===== config.mk =====
export PLATFORM = sky130hd
export DESIGN_NAME = tlc_level_control
export DESIGN_NICKNAME = d
export VERILOG_FILES = /design/src/tlc_pkg.sv /design/src/tlc_peak_cmp.sv /design/src/tlc_level_control.sv
export VERILOG_INCLUDE_DIRS = /design/src
export SDC_FILE = /design/constraint.sdc
export NUM_CORES = 1
export LEC_CHECK = 0
export ABC_AREA = 1
export BUFFER_PORTS_ARGS = -buffer_cell sky130_fd_sc_hd__buf_2
export CAP_MARGIN = 10
export CORE_ASPECT_RATIO = 0.75
export CORE_UTILIZATION = 60
export DETAILED_ROUTE_END_ITERATION = 7
export GPL_ROUTABILITY_DRIVEN = 0
export PLACE_DENSITY = 0.84
export SLEW_MARGIN = 10
export SYNTH_ARGS = -nofsm -noshare
export SYNTH_HDL_FRONTEND = slang
export SYNTH_SLANG_ARGS = --single-unit

===== constraint.sdc =====
create_clock -name clk_in -period 4.5 [get_ports clk_in]
set_clock_uncertainty 0.2 [all_clocks]
set_input_delay 0.45 -clock clk_in [delete_from_list [all_inputs] [get_ports clk_in]]
set_output_delay 0.45 -clock clk_in [all_outputs]
set_load 0.1 [all_outputs]

===== src/tlc_defs.svh =====
`ifndef TLC_DEFS_SVH
`define TLC_DEFS_SVH

// ----------------------------------------------------------------------------
// Frame and adaptation timing
// ----------------------------------------------------------------------------
`define TLC_FRAME_BITS      288     // Bits in one transmitted frame
`define TLC_WINDOW_BITS     2       // Leading bits of a frame that allow adaptation
`define TLC_ADAPT_STEPS     8       // Compare-and-adjust operations per frame
`define TLC_STEP_CYCLES     16      // Clock cycles between two adaptations

// ----------------------------------------------------------------------------
// Level thresholds, millivolts of AC peak
// ----------------------------------------------------------------------------
`define TLC_LOW_MV          400     // Below this the gain rises
`define TLC_HIGH_MV         600     // Above this the gain falls
`define TLC_PEAK_W          12      // Width of the peak sample in millivolts

// ----------------------------------------------------------------------------
// Gain setting, 3 dB per step over 0 to 21 dB
// ----------------------------------------------------------------------------
`define TLC_GAIN_LEVELS     8       // Number of gain settings
`define TLC_GAIN_RESET      0       // Gain setting after reset

`endif


===== src/tlc_pkg.sv =====
package tlc_pkg;

    // ------------------------------------------------------------------------
    // Types
    // ------------------------------------------------------------------------

    // Transmitter sequencing state
    typedef enum logic [0:0] {
        TLC_IDLE,
        TLC_SEND
    } tlc_state_t;

    // Digital transmit pins travelling together
    typedef struct packed {
        logic active;   // Transmitter active, enables the line driver
        logic bit_val;  // Unmodulated bit: 0 space, 1 mark
    } tlc_tx_t;

    // Outcome of one peak comparison
    typedef struct packed {
        logic below_low;
        logic above_high;
    } tlc_cmp_t;

endpackage


===== src/tlc_peak_cmp.sv =====
`timescale 1ns/1ns
`default_nettype none
`include "tlc_defs.svh"

module tlc_peak_cmp #(
    parameter int PEAK_W  = `TLC_PEAK_W,
    parameter int LOW_MV  = `TLC_LOW_MV,
    parameter int HIGH_MV = `TLC_HIGH_MV
) (
    // Clock and reset
    input  wire logic              clk_in,
    input  wire logic              srst_in,
    // Peak sample from the level sense path
    input  wire logic [PEAK_W-1:0] peak_mv_in,
    // Registered comparison
    output var  tlc_pkg::tlc_cmp_t cmp_out
);

    // ------------------------------------------------------------------------
    // Parameter check
    // ------------------------------------------------------------------------
    if (LOW_MV >= HIGH_MV || HIGH_MV >= (1 << PEAK_W)) begin : g_bad
        $error("tlc_peak_cmp: thresholds do not fit");
    end

    localparam logic [PEAK_W-1:0] LOW_C  = PEAK_W'(LOW_MV);   // Lower threshold
    localparam logic [PEAK_W-1:0] HIGH_C = PEAK_W'(HIGH_MV);  // Upper threshold

    tlc_pkg::tlc_cmp_t cmp_nxt;  // Next comparison

    // ------------------------------------------------------------------------
    // Comparison
    // ------------------------------------------------------------------------

    // Both thresholds strict, the band between them is the dead zone
    always_comb begin
        cmp_nxt.below_low  = (peak_mv_in < LOW_C);
        cmp_nxt.above_high = (peak_mv_in > HIGH_C);
    end

    // Registered so the adjust logic sees a stable answer
    always_ff @(posedge clk_in) begin
        if (srst_in) begin
            cmp_out <= '0;
        end else begin
            cmp_out <= cmp_nxt;
        end
    end

endmodule
`default_nettype wire


===== src/tlc_level_control.sv =====
`timescale 1ns/1ns
`default_nettype none
`include "tlc_defs.svh"

module tlc_level_control #(
    parameter int FRAME_BITS  = `TLC_FRAME_BITS,
    parameter int WINDOW_BITS = `TLC_WINDOW_BITS,
    parameter int ADAPT_STEPS = `TLC_ADAPT_STEPS,
    parameter int STEP_CYCLES = `TLC_STEP_CYCLES,
    parameter int GAIN_LEVELS = `TLC_GAIN_LEVELS,
    parameter int PEAK_W      = `TLC_PEAK_W
) (
    // Clock and reset
    input  wire logic                           clk_in,
    input  wire logic                           srst_in,
    // Transmit request and bit pacing
    input  wire logic                           tx_req_in,
    input  wire logic                           bit_tick_in,
    input  wire logic                           tx_bit_in,
    // Level sense, AC peak in millivolts
    input  wire logic [PEAK_W-1:0]              level_sense_input,
    // Transmit pins and gain setting
    output var  tlc_pkg::tlc_tx_t               tx_out,
    output logic [$clog2(GAIN_LEVELS)-1:0]      gain_out,
    output logic                                adapt_busy_out
);

    // ------------------------------------------------------------------------
    // Parameter check and widths
    // ------------------------------------------------------------------------
    if (FRAME_BITS <= WINDOW_BITS || ADAPT_STEPS < 1 || STEP_CYCLES < 1 ||
        GAIN_LEVELS < 2) begin : g_bad
        $error("tlc_level_control: parameters out of range");
    end

    localparam int BW = $clog2(FRAME_BITS);           // Bit counter width
    localparam int AW = $clog2(ADAPT_STEPS + 1);      // Adaptation counter width
    localparam int SW = $clog2(STEP_CYCLES + 1);      // Step timer width
    localparam int GW = $clog2(GAIN_LEVELS);          // Gain width

    localparam logic [BW-1:0] LAST_BIT = BW'(FRAME_BITS - 1);
    localparam logic [BW-1:0] WIN_END  = BW'(WINDOW_BITS);
    localparam logic [AW-1:0] STEPS_C  = AW'(ADAPT_STEPS);
    localparam logic [SW-1:0] STEP_END = SW'(STEP_CYCLES - 1);
    localparam logic [GW-1:0] GAIN_MAX = GW'(GAIN_LEVELS - 1);
    localparam logic [GW-1:0] GAIN_RST = GW'(`TLC_GAIN_RESET);

    // ------------------------------------------------------------------------
    // State
    // ------------------------------------------------------------------------
    tlc_pkg::tlc_state_t state_r, state_nxt;     // Sequencer
    logic [BW-1:0]       bit_cnt_r, bit_cnt_nxt; // Bit within frame
    logic [AW-1:0]       adapt_cnt_r, adapt_cnt_nxt; // Adaptations done
    logic [SW-1:0]       step_r, step_nxt;       // Spacing timer
    logic [GW-1:0]       gain_r, gain_nxt;       // Gain setting
    tlc_pkg::tlc_tx_t    tx_nxt;                 // Next pin values
    logic                busy_nxt;               // Window still adapting
    tlc_pkg::tlc_cmp_t   cmp;                    // Registered comparison
    logic                window;                 // In the adaptation bits
    logic                adapt_go;               // Adaptation fires now

    // ------------------------------------------------------------------------
    // Peak comparator
    // ------------------------------------------------------------------------
    tlc_peak_cmp #(
        .PEAK_W  (PEAK_W),
        .LOW_MV  (`TLC_LOW_MV),
        .HIGH_MV (`TLC_HIGH_MV)
    ) u_cmp (
        .clk_in     (clk_in),
        .srst_in    (srst_in),
        .peak_mv_in (level_sense_input),
        .cmp_out    (cmp)
    );

    // Adaptation only in the leading bits of a frame, and at most eight times
    assign window   = (state_r == tlc_pkg::TLC_SEND) && (bit_cnt_r < WIN_END);
    assign adapt_go = window && (step_r == STEP_END) && (adapt_cnt_r < STEPS_C);

    // ------------------------------------------------------------------------
    // Next-state logic
    // ------------------------------------------------------------------------

    // Frame sequencing, adaptation pacing and gain stepping
    always_comb begin
        state_nxt     = state_r;
        bit_cnt_nxt   = bit_cnt_r;
        adapt_cnt_nxt = adapt_cnt_r;
        step_nxt      = step_r;
        gain_nxt      = gain_r;
        tx_nxt        = tx_out;
        case (state_r)
            tlc_pkg::TLC_IDLE: begin
                // A request starts a frame at bit zero
                if (tx_req_in) begin
                    state_nxt     = tlc_pkg::TLC_SEND;
                    bit_cnt_nxt   = '0;
                    adapt_cnt_nxt = '0;
                    step_nxt      = '0;
                    tx_nxt.bit_val = tx_bit_in;
                end
            end
            tlc_pkg::TLC_SEND: begin
                // Bit pacing across a fixed-length frame
                if (bit_tick_in) begin
                    tx_nxt.bit_val = tx_bit_in;
                    if (bit_cnt_r == LAST_BIT) begin
                        bit_cnt_nxt   = '0;
                        adapt_cnt_nxt = '0;
                        step_nxt      = '0;
                        // Request gone: the frame just ended is the last
                        if (!tx_req_in) begin
                            state_nxt = tlc_pkg::TLC_IDLE;
                        end
                    end else begin
                        bit_cnt_nxt = bit_cnt_r + 1'b1;
                    end
                end
                // Spacing timer runs only inside the window
                if (window && !(bit_tick_in && bit_cnt_r == LAST_BIT)) begin
                    step_nxt = (step_r == STEP_END) ? '0 : step_r + 1'b1;
                end
                if (adapt_go) begin
                    adapt_cnt_nxt = adapt_cnt_r + 1'b1;
                    // Saturating steps, a dead band leaves the gain alone
                    if (cmp.below_low && gain_r != GAIN_MAX) begin
                        gain_nxt = gain_r + 1'b1;
                    end else if (cmp.above_high && gain_r != '0) begin
                        gain_nxt = gain_r - 1'b1;
                    end
                end
            end
            default: begin
                state_nxt = tlc_pkg::TLC_IDLE;
            end
        endcase
        tx_nxt.active = (state_nxt == tlc_pkg::TLC_SEND);
        busy_nxt = (state_nxt == tlc_pkg::TLC_SEND) && (bit_cnt_nxt < WIN_END) &&
                   (adapt_cnt_nxt < STEPS_C);
    end

    // ------------------------------------------------------------------------
    // Registers
    // ------------------------------------------------------------------------

    // Gain survives frames; only reset returns it to the start value
    always_ff @(posedge clk_in) begin
        if (srst_in) begin
            state_r        <= tlc_pkg::TLC_IDLE;
            bit_cnt_r      <= '0;
            adapt_cnt_r    <= '0;
            step_r         <= '0;
            gain_r         <= GAIN_RST;
            tx_out         <= '0;
            adapt_busy_out <= 1'b0;
        end else begin
            state_r        <= state_nxt;
            bit_cnt_r      <= bit_cnt_nxt;
            adapt_cnt_r    <= adapt_cnt_nxt;
            step_r         <= step_nxt;
            gain_r         <= gain_nxt;
            tx_out         <= tx_nxt;
            adapt_busy_out <= busy_nxt;
        end
    end

    assign gain_out = gain_r;

    // ------------------------------------------------------------------------
    // Assertions
    // ------------------------------------------------------------------------
    property p_gain_up;
        @(posedge clk_in) disable iff (srst_in)
        adapt_go && cmp.below_low && gain_r != GAIN_MAX |=> gain_r == $past(gain_r) + 1'b1;
    endproperty
    a_gain_up: assert property (p_gain_up) else $error("gain did not rise on low peak");

    property p_gain_down;
        @(posedge clk_in) disable iff (srst_in)
        adapt_go && cmp.above_high && !cmp.below_low && gain_r != '0 |=> gain_r == $past(gain_r) - 1'b1;
    endproperty
    a_gain_down: assert property (p_gain_down) else $error("gain did not fall on high peak");

    property p_gain_window;
        @(posedge clk_in) disable iff (srst_in)
        !window |=> gain_r == $past(gain_r);
    endproperty
    a_gain_window: assert property (p_gain_window) else $error("gain moved outside window");

    property p_adapt_limit;
        @(posedge clk_in) disable iff (srst_in)
        adapt_cnt_r <= STEPS_C && (adapt_cnt_r != STEPS_C || !adapt_busy_out);
    endproperty
    a_adapt_limit: assert property (p_adapt_limit) else $error("more than eight adaptations");

    property p_frame_wrap;
        @(posedge clk_in) disable iff (srst_in)
        state_r == tlc_pkg::TLC_SEND && bit_tick_in && bit_cnt_r == LAST_BIT
        |=> bit_cnt_r == '0 && adapt_cnt_r == '0;
    endproperty
    a_frame_wrap: assert property (p_frame_wrap) else $error("frame did not wrap");

    property p_active;
        @(posedge clk_in) disable iff (srst_in)
        tx_out.active == (state_r == tlc_pkg::TLC_SEND);
    endproperty
    a_active: assert property (p_active) else $error("active output disagrees with state");

    property p_bit_follow;
        @(posedge clk_in) disable iff (srst_in)
        state_r == tlc_pkg::TLC_SEND && bit_tick_in |=> tx_out.bit_val == $past(tx_bit_in);
    endproperty
    a_bit_follow: assert property (p_bit_follow) else $error("bit output lost the data");

    property p_saturate;
        @(posedge clk_in) disable iff (srst_in)
        gain_r == GAIN_MAX && !cmp.above_high |=> gain_r == GAIN_MAX;
    endproperty
    a_saturate: assert property (p_saturate) else $error("gain wrapped at maximum");

    property p_no_wrap;
        @(posedge clk_in) disable iff (srst_in)
        gain_r == '0 && adapt_go && cmp.above_high |=> gain_r == '0;
    endproperty
    a_no_wrap: assert property (p_no_wrap) else $error("gain wrapped at minimum");

    c_raise: cover property (@(posedge clk_in) disable iff (srst_in) adapt_go && cmp.below_low);
    c_lower: cover property (@(posedge clk_in) disable iff (srst_in) adapt_go && cmp.above_high);
    c_eight: cover property (@(posedge clk_in) disable iff (srst_in) adapt_cnt_r == STEPS_C);
    c_wrap:  cover property (@(posedge clk_in) disable iff (srst_in) state_r == tlc_pkg::TLC_SEND
                             && bit_tick_in && bit_cnt_r == LAST_BIT && tx_req_in);

endmodule
`default_nettype wire


## Yosys cells after proc, flatten, opt, wreduce, memory -nomap -nowiden

Index checks and enable logic that the tools add are counted.

| operators by class | value |
|---|---|
| $add $sub $neg | 5 |
| order comparisons | 6 |
| equality and inequality tests | 7 |
| muxes and demuxes | 24 |
| bitwise logic cells | 1 |
| reduce and logical (&&, ||, !) cells | 15 |

Operators by type and width:

| kind | count |
|---|---|
| 9-bit 2-to-1 mux | 3 |
| 5-bit 2-to-1 mux | 5 |
| 9-bit by 2-bit < comparator with 1-bit output (second input constant) | 2 |
| 9-bit one-hot mux with 2 select lines | 1 |
| 4-bit 2-to-1 mux | 4 |
| 12-bit by 10-bit greater-than comparator with 1-bit output (second input constant) | 1 |
| 12-bit by 9-bit < comparator with 1-bit output (second input constant) | 1 |
| 5-bit one-hot mux with 2 select lines | 1 |
| 9-bit by 1-bit adder with 9-bit output (second input constant) | 1 |
| 9-bit == test (second input constant) | 1 |
| 1-bit logical AND | 9 |
| 4-bit < comparator (second input constant) | 2 |
| 4-bit one-hot mux with 2 select lines | 1 |
| 3-bit 2-to-1 mux | 2 |
| 3-bit AND reduction | 2 |
| 5-bit by 1-bit adder with 5-bit output (second input constant) | 1 |
| 5-bit by 4-bit == test with 1-bit output (second input constant) | 1 |
| 1-bit 2-to-1 mux | 5 |
| 4-bit by 1-bit adder with 4-bit output (second input constant) | 1 |
| 2-bit != test (second input constant) | 2 |
| 1-bit one-hot mux with 2 select lines | 2 |
| 3-bit by 1-bit adder with 3-bit output (second input constant) | 1 |
| 3-bit by 1-bit != test with 1-bit output (second input constant) | 1 |
| 3-bit by 2-bit != test with 1-bit output (second input constant) | 1 |
| 7 further kinds | 7 |

| storage, ports and cells | value |
|---|---|
| flip-flop bits (word level) | 26 |
| input port bits | 17 |
| logic and storage cells | 67 |

## Depth between registers and ports, before layout

Gate-level depths: netlist of the first run.

| depth | value |
|---|---|
| depth after elaboration | 8 |
| mapped depth | 11 |
| mapped depth without buffers | 11 |

## Modules after synthesis

Synthesis of the first run repeated with hierarchy kept, for this count alone.

| second synthesis, totals | value |
|---|---|
| cell total of the unflattened synthesis | 253 |
| area total of the unflattened synthesis | 1620.3 µm² |

Modules (own cells, without submodules):

| module | instances | cells each | area each (µm²) |
|---|---|---|---|
| tlc_level_control | 1 | 216 | 1425.1 |
| tlc_peak_cmp | 1 | 37 | 195.2 |

## Least setup slack after synthesis of the first run

No wires, ideal clock.

| timing path | value |
|---|---|
| path type | register to register |
| start | register gain_r[1] (netlist: gain_out[1]) |
| end | register gain_r[2] (netlist: gain_out[2]) |
| library setup time | 0.119 ns |
| arrival | 1.875 ns |
| data required time | 4.181 ns |
| path slack | 2.306 ns |
| stages on the path, launching flop included | 8 |
| period minus slack after synthesis | 2.194 ns |
| cells stage by stage | dfxtp_1 nand3_1 nand2_1 fa_1 xor2_1 nand3_1 nand2_1 nor2_1 |

| on the way | value |
|---|---|
| cells in the longest elaborated chain, start to end | 4 |
| elaborated cells on any way between the ends | 10 |
| those cells by class | 2 x add/sub; 1 x eq/ne; 2 x mux; 5 x reduce/logical |

RTL lines:

| item | line | text |
|---|---|---|
| start, declared | tlc_level_control.sv:55 | `logic [GW-1:0] gain_r, gain_nxt;` |
| start signal, assigned | tlc_level_control.sv:161 | `gain_r <= gain_nxt;` |
| parallel branches: the longest is 4 deep, another holds 3-bit by 1-bit subtractor with 3-bit output | n/a |  |

Several ways; the timed one is not identified. The select of a mux whose other input is x is not followed.
A chain may end at the register's enable or synchronous reset.

==> results summary, run 1 <==
The worst-case headroom to the max-slew limit came out at 67.5%. The number of max-slew violations in the final report was 0. The cell count after synthesis came out at 229. Max-cap violations in this run came to 0.

The signal on the critical path passes through buf_2. Dividing the detail-routed wire length by the instance count gives ~11 µm. The total count of hold-check failures in the final report came out at 0.

The detailed-route DRC error count came out at 0. The detailed-route vias per instance came out at approximately 5.1. The H-tree depth reported by CTS came out at 1. The count of warnings emitted by yosys came out at 0.

The worst hold path terminates at u_cmp.cmp_out[1]. For the worst flop-to-flop path, the logic depth is 10. The detail route stage leaves a number of antenna-violating nets equal to 0. 0 antenna diodes ended up in the layout. The buffers plus inverters on the worst setup path came out at 1. The endpoint identified for the worst register-to-register timing path is gain_out[2].

The count of hold-fix buffers inserted at cts is 0. The sequential element share of the synthesized area is 34.4%. Leaving out fill and tap cells, the most frequent cell in the layout is nand2_1.

Leaving out fill and tap cells, the most frequent cells in the layout are nand2_1, nor2_1, dfxtp_1. The path type of the worst setup path is reg2out. The synthesized net count came out at 250.

The run finished with clean final reports. The total area inside the core boundary comes to between 2000 and 2500 µm². The die area is roughly 2700 µm².

The first global-routing pass estimated 5190 µm of wire. The final-layout setup total negative slack came out at 0 ps. The total non-filler cell area in the finished layout is 1690 µm².

The leakage power figure is 0.767 nW. The floorplan step set the die width to about 60 µm. In this run the register-to-register setup slack is 2630 ps.

The count of different cell masters after synthesis came out at 32. The path class of the tightest hold or removal check is in2reg. The maximum number of pins on one net before global-route repair came out at 17. The global-route usage over all layers is 25.1%. The number of rows created at floorplan came out at 15. The number of cells upsized or downsized after cts is 0. Among cell families on the critical path, the largest total delay comes from flip-flops. For the pin with the worst max-slew slack, the measured transition is approximately 500 ps. The delay of the slowest cell on the worst path is ~600 ps. After clock tree synthesis, the clock-pin slew on the worst setup and hold paths is 140 ps. The power density normalized to cell area is 281 nW/µm². The via count of the first global-routing pass came out at 1,204. Data on the critical path is required at its endpoint by about 3900 ps. In the finished design, the share of the clock period the worst path needs comes to a little under half. The worst setup path is captured at a primary output.

Counting every sink on the clock net gives 26. TritonCTS built the clock tree. The minimum clock period after layout came out at 2090 ps.

Before antenna repair, the detailed router went through 4 iterations. The post-route netlist has 17.2% of its cells at a drive strength greater than 1. The wire-length estimate of the detail-placed layout is ~2500 µm. Counting flops with a built-in enable in the synthesized netlist gives 0. The root buffer selected by CTS is clkbuf_4. The data arrival time of the critical path is 1440 ps. The largest buffer count on any clock path is 2. In this run the most critical hold path is launched from level_sense_input[7]. The worst ir drop on vdd came out at 0.233 mV. TritonCTS created 3 clock buffers. The async set or reset register ratio after synthesis is 0%. The number of stages on the worst hold path is 2. For this configuration, the core starts out at a cell density of 64.5%. The height of the chip came out at 45.5 µm. The number of input and output port buffers inserted came out at 22. The cell area after placement is 1630 µm².

The total via count in the routed design is 1,459. Compared with the post-synthesis result, the final layout area differs by 11.4%. The cell area that synthesis handed to floorplanning was 1510 µm².

The final core area utilization came out at 71.8%. The most used flip-flop cell after synthesis is dfxtp_1. The maximum frequency from static timing analysis is 479 MHz. The mean cell area of the mapped netlist is roughly 6.6 µm². The buffers inserted during post-CTS setup optimization is 0.

Among all stages on the critical path, the largest delay is contributed by dfxtp_1. The final layout contains routed wiring with a total length of 3210 µm. In the final design database the tool counted 272 nets. The total overflow reported by the global router is 0. The violation count after the first detailed-route iteration is roughly 130. Setup violations remaining at the end of the flow were counted as 0. The number of antenna violations at the first check in global routing was 0. The worst-path maximum fanout came out at 11. For this design the top-level I/O count stands at 23. The insertion delay of the later-clocked pin in the worst-skew pair is 330 ps. Setup repair after global routing left no endpoint under its margin. In this run the critical register-to-register path is launched from step_r[0].

The number of synthesized register bits came out at 26. The kind of start point of the critical path is a flop.
-- final cells by class --
cell class,count,area (µm²)
Tap cell,34,42.5
Clock buffer,3,22.5
Clock inverter,1,30.0
Timing Repair Buffer,22,110
Multi-Input combinational cell,172,862
Fill cell,207,661
Sequential cell,26,520
Inverter,26,97.6
-- through the flow --
stage / hold slack (ps) / total power [mW] / instances / setup WS, ps
finish: 108 / 0.474 / 284 / 2410
global route: 103 / 0.493 / 284 / 2320
CTS: 112 / 0.475 / 284 / 2420
detailed placement: 241 / 0.319 / 280 / 2660
global placement: 236 / 0.318 / 280 / 2710
floorplan: 222 / 0.303 / 229 / 2310
-- cell usage after synthesis (all sizes together), types with 2 or more instances --
cell type	instances	area share (%)
nand3	22	7.9
nor2	42	11
o21ai	12	4.2
xor2	2	1.2
a21oi	17	5.9
nor3	2	1.4
dfxtp	26	34
inv	25	6.2
a31oi	2	0.83
ha	3	2.5
clkbuf	4	1.7
nand2	63	17
-- cells by family (layout without fill, tap and decap cells) --
kind of cell    after synthesis  count (layout)  synth area share (%)
xor+xnor                      2               2                  1.16
flops                        26              26                  34.4
buf+inv                      31              52                  8.60
simple gates                131             131                  39.2
fa+ha+maj                     4               4                  3.81
compound gates               35              35                  12.8
-- worst max-delay path by stage --
stage / slack [ps] / end / depth (start not counted) / startpoint
finish: 2410 / tx_out[1] / 1 / state_r
global placement: 2710 / gain_out[2] / 10 / step_r[0]
CTS: 2420 / tx_out[1] / 1 / state_r
global route: 2320 / tx_out[1] / 1 / state_r
detailed placement: 2660 / gain_out[2] / 10 / step_r[0]
floorplan: 2310 / gain_out[2] / 7 / gain_out[1]
-- power by group --
part           switching, mW  internal [mW]  total [mW]
sequential           0.00690          0.237       0.244
combinational         0.0497         0.0211      0.0708
clock                 0.0691         0.0902       0.159
total                  0.126          0.348       0.474
-- sequential cells by signal, summed over array words and instances, names as in the netlist --
signal,cells
adapt_busy_out,1
adapt_cnt_r,4
bit_cnt_r,9
gain_out,3
state_r,1
step_r,5
tx_out,1
u_cmp.cmp_out,2
-- metal layers --
layer / track usage, % / routed length (µm)
met5: 0 / 0
met4: 3.72 / 10
met3: 7.39 / 250
met2: 35.8 / 1330
met1: 37.7 / 1620
No activity file was read; power rests on OpenSTA's default activity.
==> run 2, diff against run 1 <==
CORE_UTILIZATION = 50   (was 60)
PLACE_DENSITY = 0.74   (was 0.84)
clock period = 1.8 ns   (was 4.5 ns; I/O delays follow)
==> results summary, run 2 (same netlist as run 1, synthesis figures left out) <==
The net count reported at finish is 285 (+4.8%). The effective utilization at floorplan is 55.2% (-9.3 points). The cell total after placement is 287 (+2.5%). The leakage power figure is 0.855 nW (+11%). The non-filler instance count after layout is 299 (+5.3%). The total non-filler cell area in the finished layout came out at 1910 µm² (+13%). The buffers plus inverters on the worst setup path came out at 3 (+2). The routed design could run at a clock period as short as 1720 ps.

The total overflow reported by the global router came to 0 (unchanged). bit_cnt_r holds more flip-flops than any other register. The area growth from synthesis to layout came out at 26.4%. The maximum number of pins on one net before global-route repair was 16 (-1). The kind of capture point of the worst setup path is a flop. The number of primary I/O pins is 23 (unchanged). The number of cells on the worst reg-to-reg path is 10 (unchanged). The worst register-to-register path begins at bit_cnt_r[0]. The die area came to 3250 µm² (+19%). Static timing analysis puts the maximum clock frequency at between 500 and 600 MHz. The insertion delay of the later-clocked pin in the worst-skew pair was 270 ps (-60 ps).

The number of antenna violations at the first check in global routing is 0 (unchanged). The height of the chip came out at 49.6 µm (+9.1%). The number of maximum-capacitance constraint violations is 0 (unchanged).

The placeable core region came out at 2740 µm² (+17%). The met2 usage is 36.8% (+0.99 points). The critical path in this run is classified as in2reg.

The number of input and output port buffers inserted came to 22 (unchanged). Leaving out fill and tap cells, the most frequent cell in the layout is nand2_1. The delay of the slowest cell on the worst path was 550 ps (-50 ps). The setup slack of the worst register-to-register path is 110 ps (-2520 ps). The overall power consumption came to 1.29 mW (+170%). The depth of the critical timing path with buffers and inverters included is 7 (+6). The average wire per standard cell is 12.1 µm (+6.8%). The remaining antenna violation count came out at 0 (unchanged). The final worst-path setup slack is 78.9 ps (-2330 ps). The timing startpoint of the critical path is level_sense_input[8]. The global-route usage over all layers came out at 23.2% (-1.9 points). The detailed-routing iteration count for the pre-antenna-repair pass came out at 5 (+1). The clock input transition at the sequential cells of the worst setup and hold paths came out at 90 ps (-50 ps).

The critical path goes through dlygate4sd3_1, buf_2, nor2_1, o21ai_0, nand2_1, a21oi_1, dlygate4sd3_1. In this run the worst hold path is classified as in2reg. The met1 track demand over resource in global routing came out at 31.9% (-5.8 points). The placed wire-length estimate is 2590 µm (+4.8%). The first-pass GRT wire length came out at 5840 µm (+13%). The number of max-slew violations in the final report is 0 (unchanged). The cell repeated most along the worst path is dlygate4sd3_1. The number of flip-flops in the largest register came out at 9 (unchanged). The global routing stage identified its most utilized layer as met2. Leaving out fill and tap cells, the most frequent cells in the layout are nand2_1, nor2_1, inv_1. The number of buffers added by the clock tree synthesis step came to 3 (unchanged).

The count of antenna diodes in the layout is 0 (unchanged). The flow ran to the end, and the final reports show no timing, DRC or antenna violations. The setup slack at placement came out at 43.3 ps (-2620 ps). The data arrival time of the critical path is 1690 ps (+250 ps). The slew at the pin with the worst max-slew slack came out at 492 ps (+1.62 ps). The detailed-route vias per instance is 5.14 (about the same). Following the worst setup path forward leads to its endpoint at u_cmp.cmp_out[0].

The worst ir drop on vdd came to 0.667 mV (+190%). The largest registers in the layout are bit_cnt_r (9), step_r (5), adapt_cnt_r (4). The via count of the first global-routing pass is 1,403 (+17%).

The clock net sink count came out at 26 (unchanged). The proportion of layout cells with a drive suffix above 1 was 25.9% (+8.7 points). The power density normalized to cell area came out at 675 nW/µm² (+140%). The violation count after the first detailed-route iteration is 106 (-18%).

The post-detailed-routing wire length came out at 3610 µm (+12%). The floorplan die width came to 65.5 µm (+9.2%). The number of rows created at floorplan is 16 (+1).

The total setup violations reported at the end of the flow is 0 (unchanged). The met3 routing resource usage after global routing came out at 5.09% (-2.3 points). The cell with the largest stage delay on the worst path is dlygate4sd3_1. The H-tree depth reported by CTS is 1 (unchanged).

The kind of start point of the critical path is an input port. The detailed-route DRC error count came to 0 (unchanged). The largest buffer count on any clock path came out at 2 (unchanged).

The data required time of the critical path came out at 1770 ps (-2080 ps). The worst hold slack was 13.5 ps (-94.2 ps). Grouping stages by cell kind, the critical path spends the most delay in buffers and inverters. The cell area after placement came to 1680 µm² (+3.1%). The worst-case headroom to the max-slew limit came to 67.4% (-0.11 points).

The total via count in the routed design is 1,537 (+5.3%). The worst-path maximum fanout was 2 (-9). The reg-to-reg critical path endpoint is adapt_busy_out. The final critical path takes up 95.6% of the cycle.

The cell sitting at the root of the clock tree is a clkbuf_8. The total count of hold-check failures in the final report was 0 (unchanged). TritonCTS built the clock tree.
## run 2: cell count changes in the layout (fill, tap and decap cells not counted), moves of 3 or more
| cell | before | now |
|---|---|---|
| buf_4 | 0 | 9 |
| clkbuf_4 | 3 | 0 |
| clkbuf_8 | 0 | 3 |
| dfxtp_1 | 26 | 18 |
| dfxtp_2 | 0 | 3 |
| dfxtp_4 | 0 | 5 |
| dlygate4sd3_1 | 0 | 4 |
| nor2_4 | 1 | 4 |
## run 2: metal layers
layer	vias to the layer above	part of all wire, %
li1	797	-
met1	694	48
met2	42	45
met3	4	6.0
met4	0	0.94
met5	-	0
## run 2: cell type report
type	instances	area [µm²]
Inverter	26	97.6
Timing Repair Buffer	35	218
Multi-Input combinational cell	172	937
Tap cell	36	45.0
Sequential cell	26	543
Clock buffer	3	41.3
Clock inverter	1	30.0
Fill cell	237	831
## run 2: worst min-delay path: stages
cell	delay, ps
buf_2	70
o21ai_0	70
a21oi_1	110
## run 2: worst min-delay path by stage
stage                               startpoint                to  slack [ps]  cells past startpoint
final                                tx_bit_in         tx_out[0]          10                      3
after global placement    level_sense_input[8]  u_cmp.cmp_out[1]         200                      2
after global routing                 tx_bit_in         tx_out[0]           3                      3
after CTS                            tx_bit_in         tx_out[0]           2                      3
after detailed placement  level_sense_input[8]  u_cmp.cmp_out[1]         200                      2
after floorplan           level_sense_input[8]  u_cmp.cmp_out[1]          80                      1
## run 2: through the flow
stage	utilization, %	setup TNS (ps)
after CTS	65.5	0
after floorplan	-	0
after global placement	61.4	0
final	69.7	0
after detailed placement	61.4	0
after global routing	69.7	-35.0
## run 2: repair_timing
item	in CTS	in global routing
setup endpoints to repair	0	9
hold buffers	4	0
buffers inserted	0	4
gates resized for setup	0	22
endpoints found under the hold margin	2	0
## run 2: report_power, final
part / switching, mW / total (mW) / leakage [nW] / internal (mW)
Combinational: 0.138 / 0.209 / 0.602 / 0.0709
Sequential: 0.0175 / 0.605 / 0.217 / 0.587
Clock: 0.180 / 0.477 / 0.0357 / 0.297
Total: 0.335 / 1.29 / 0.855 / 0.955
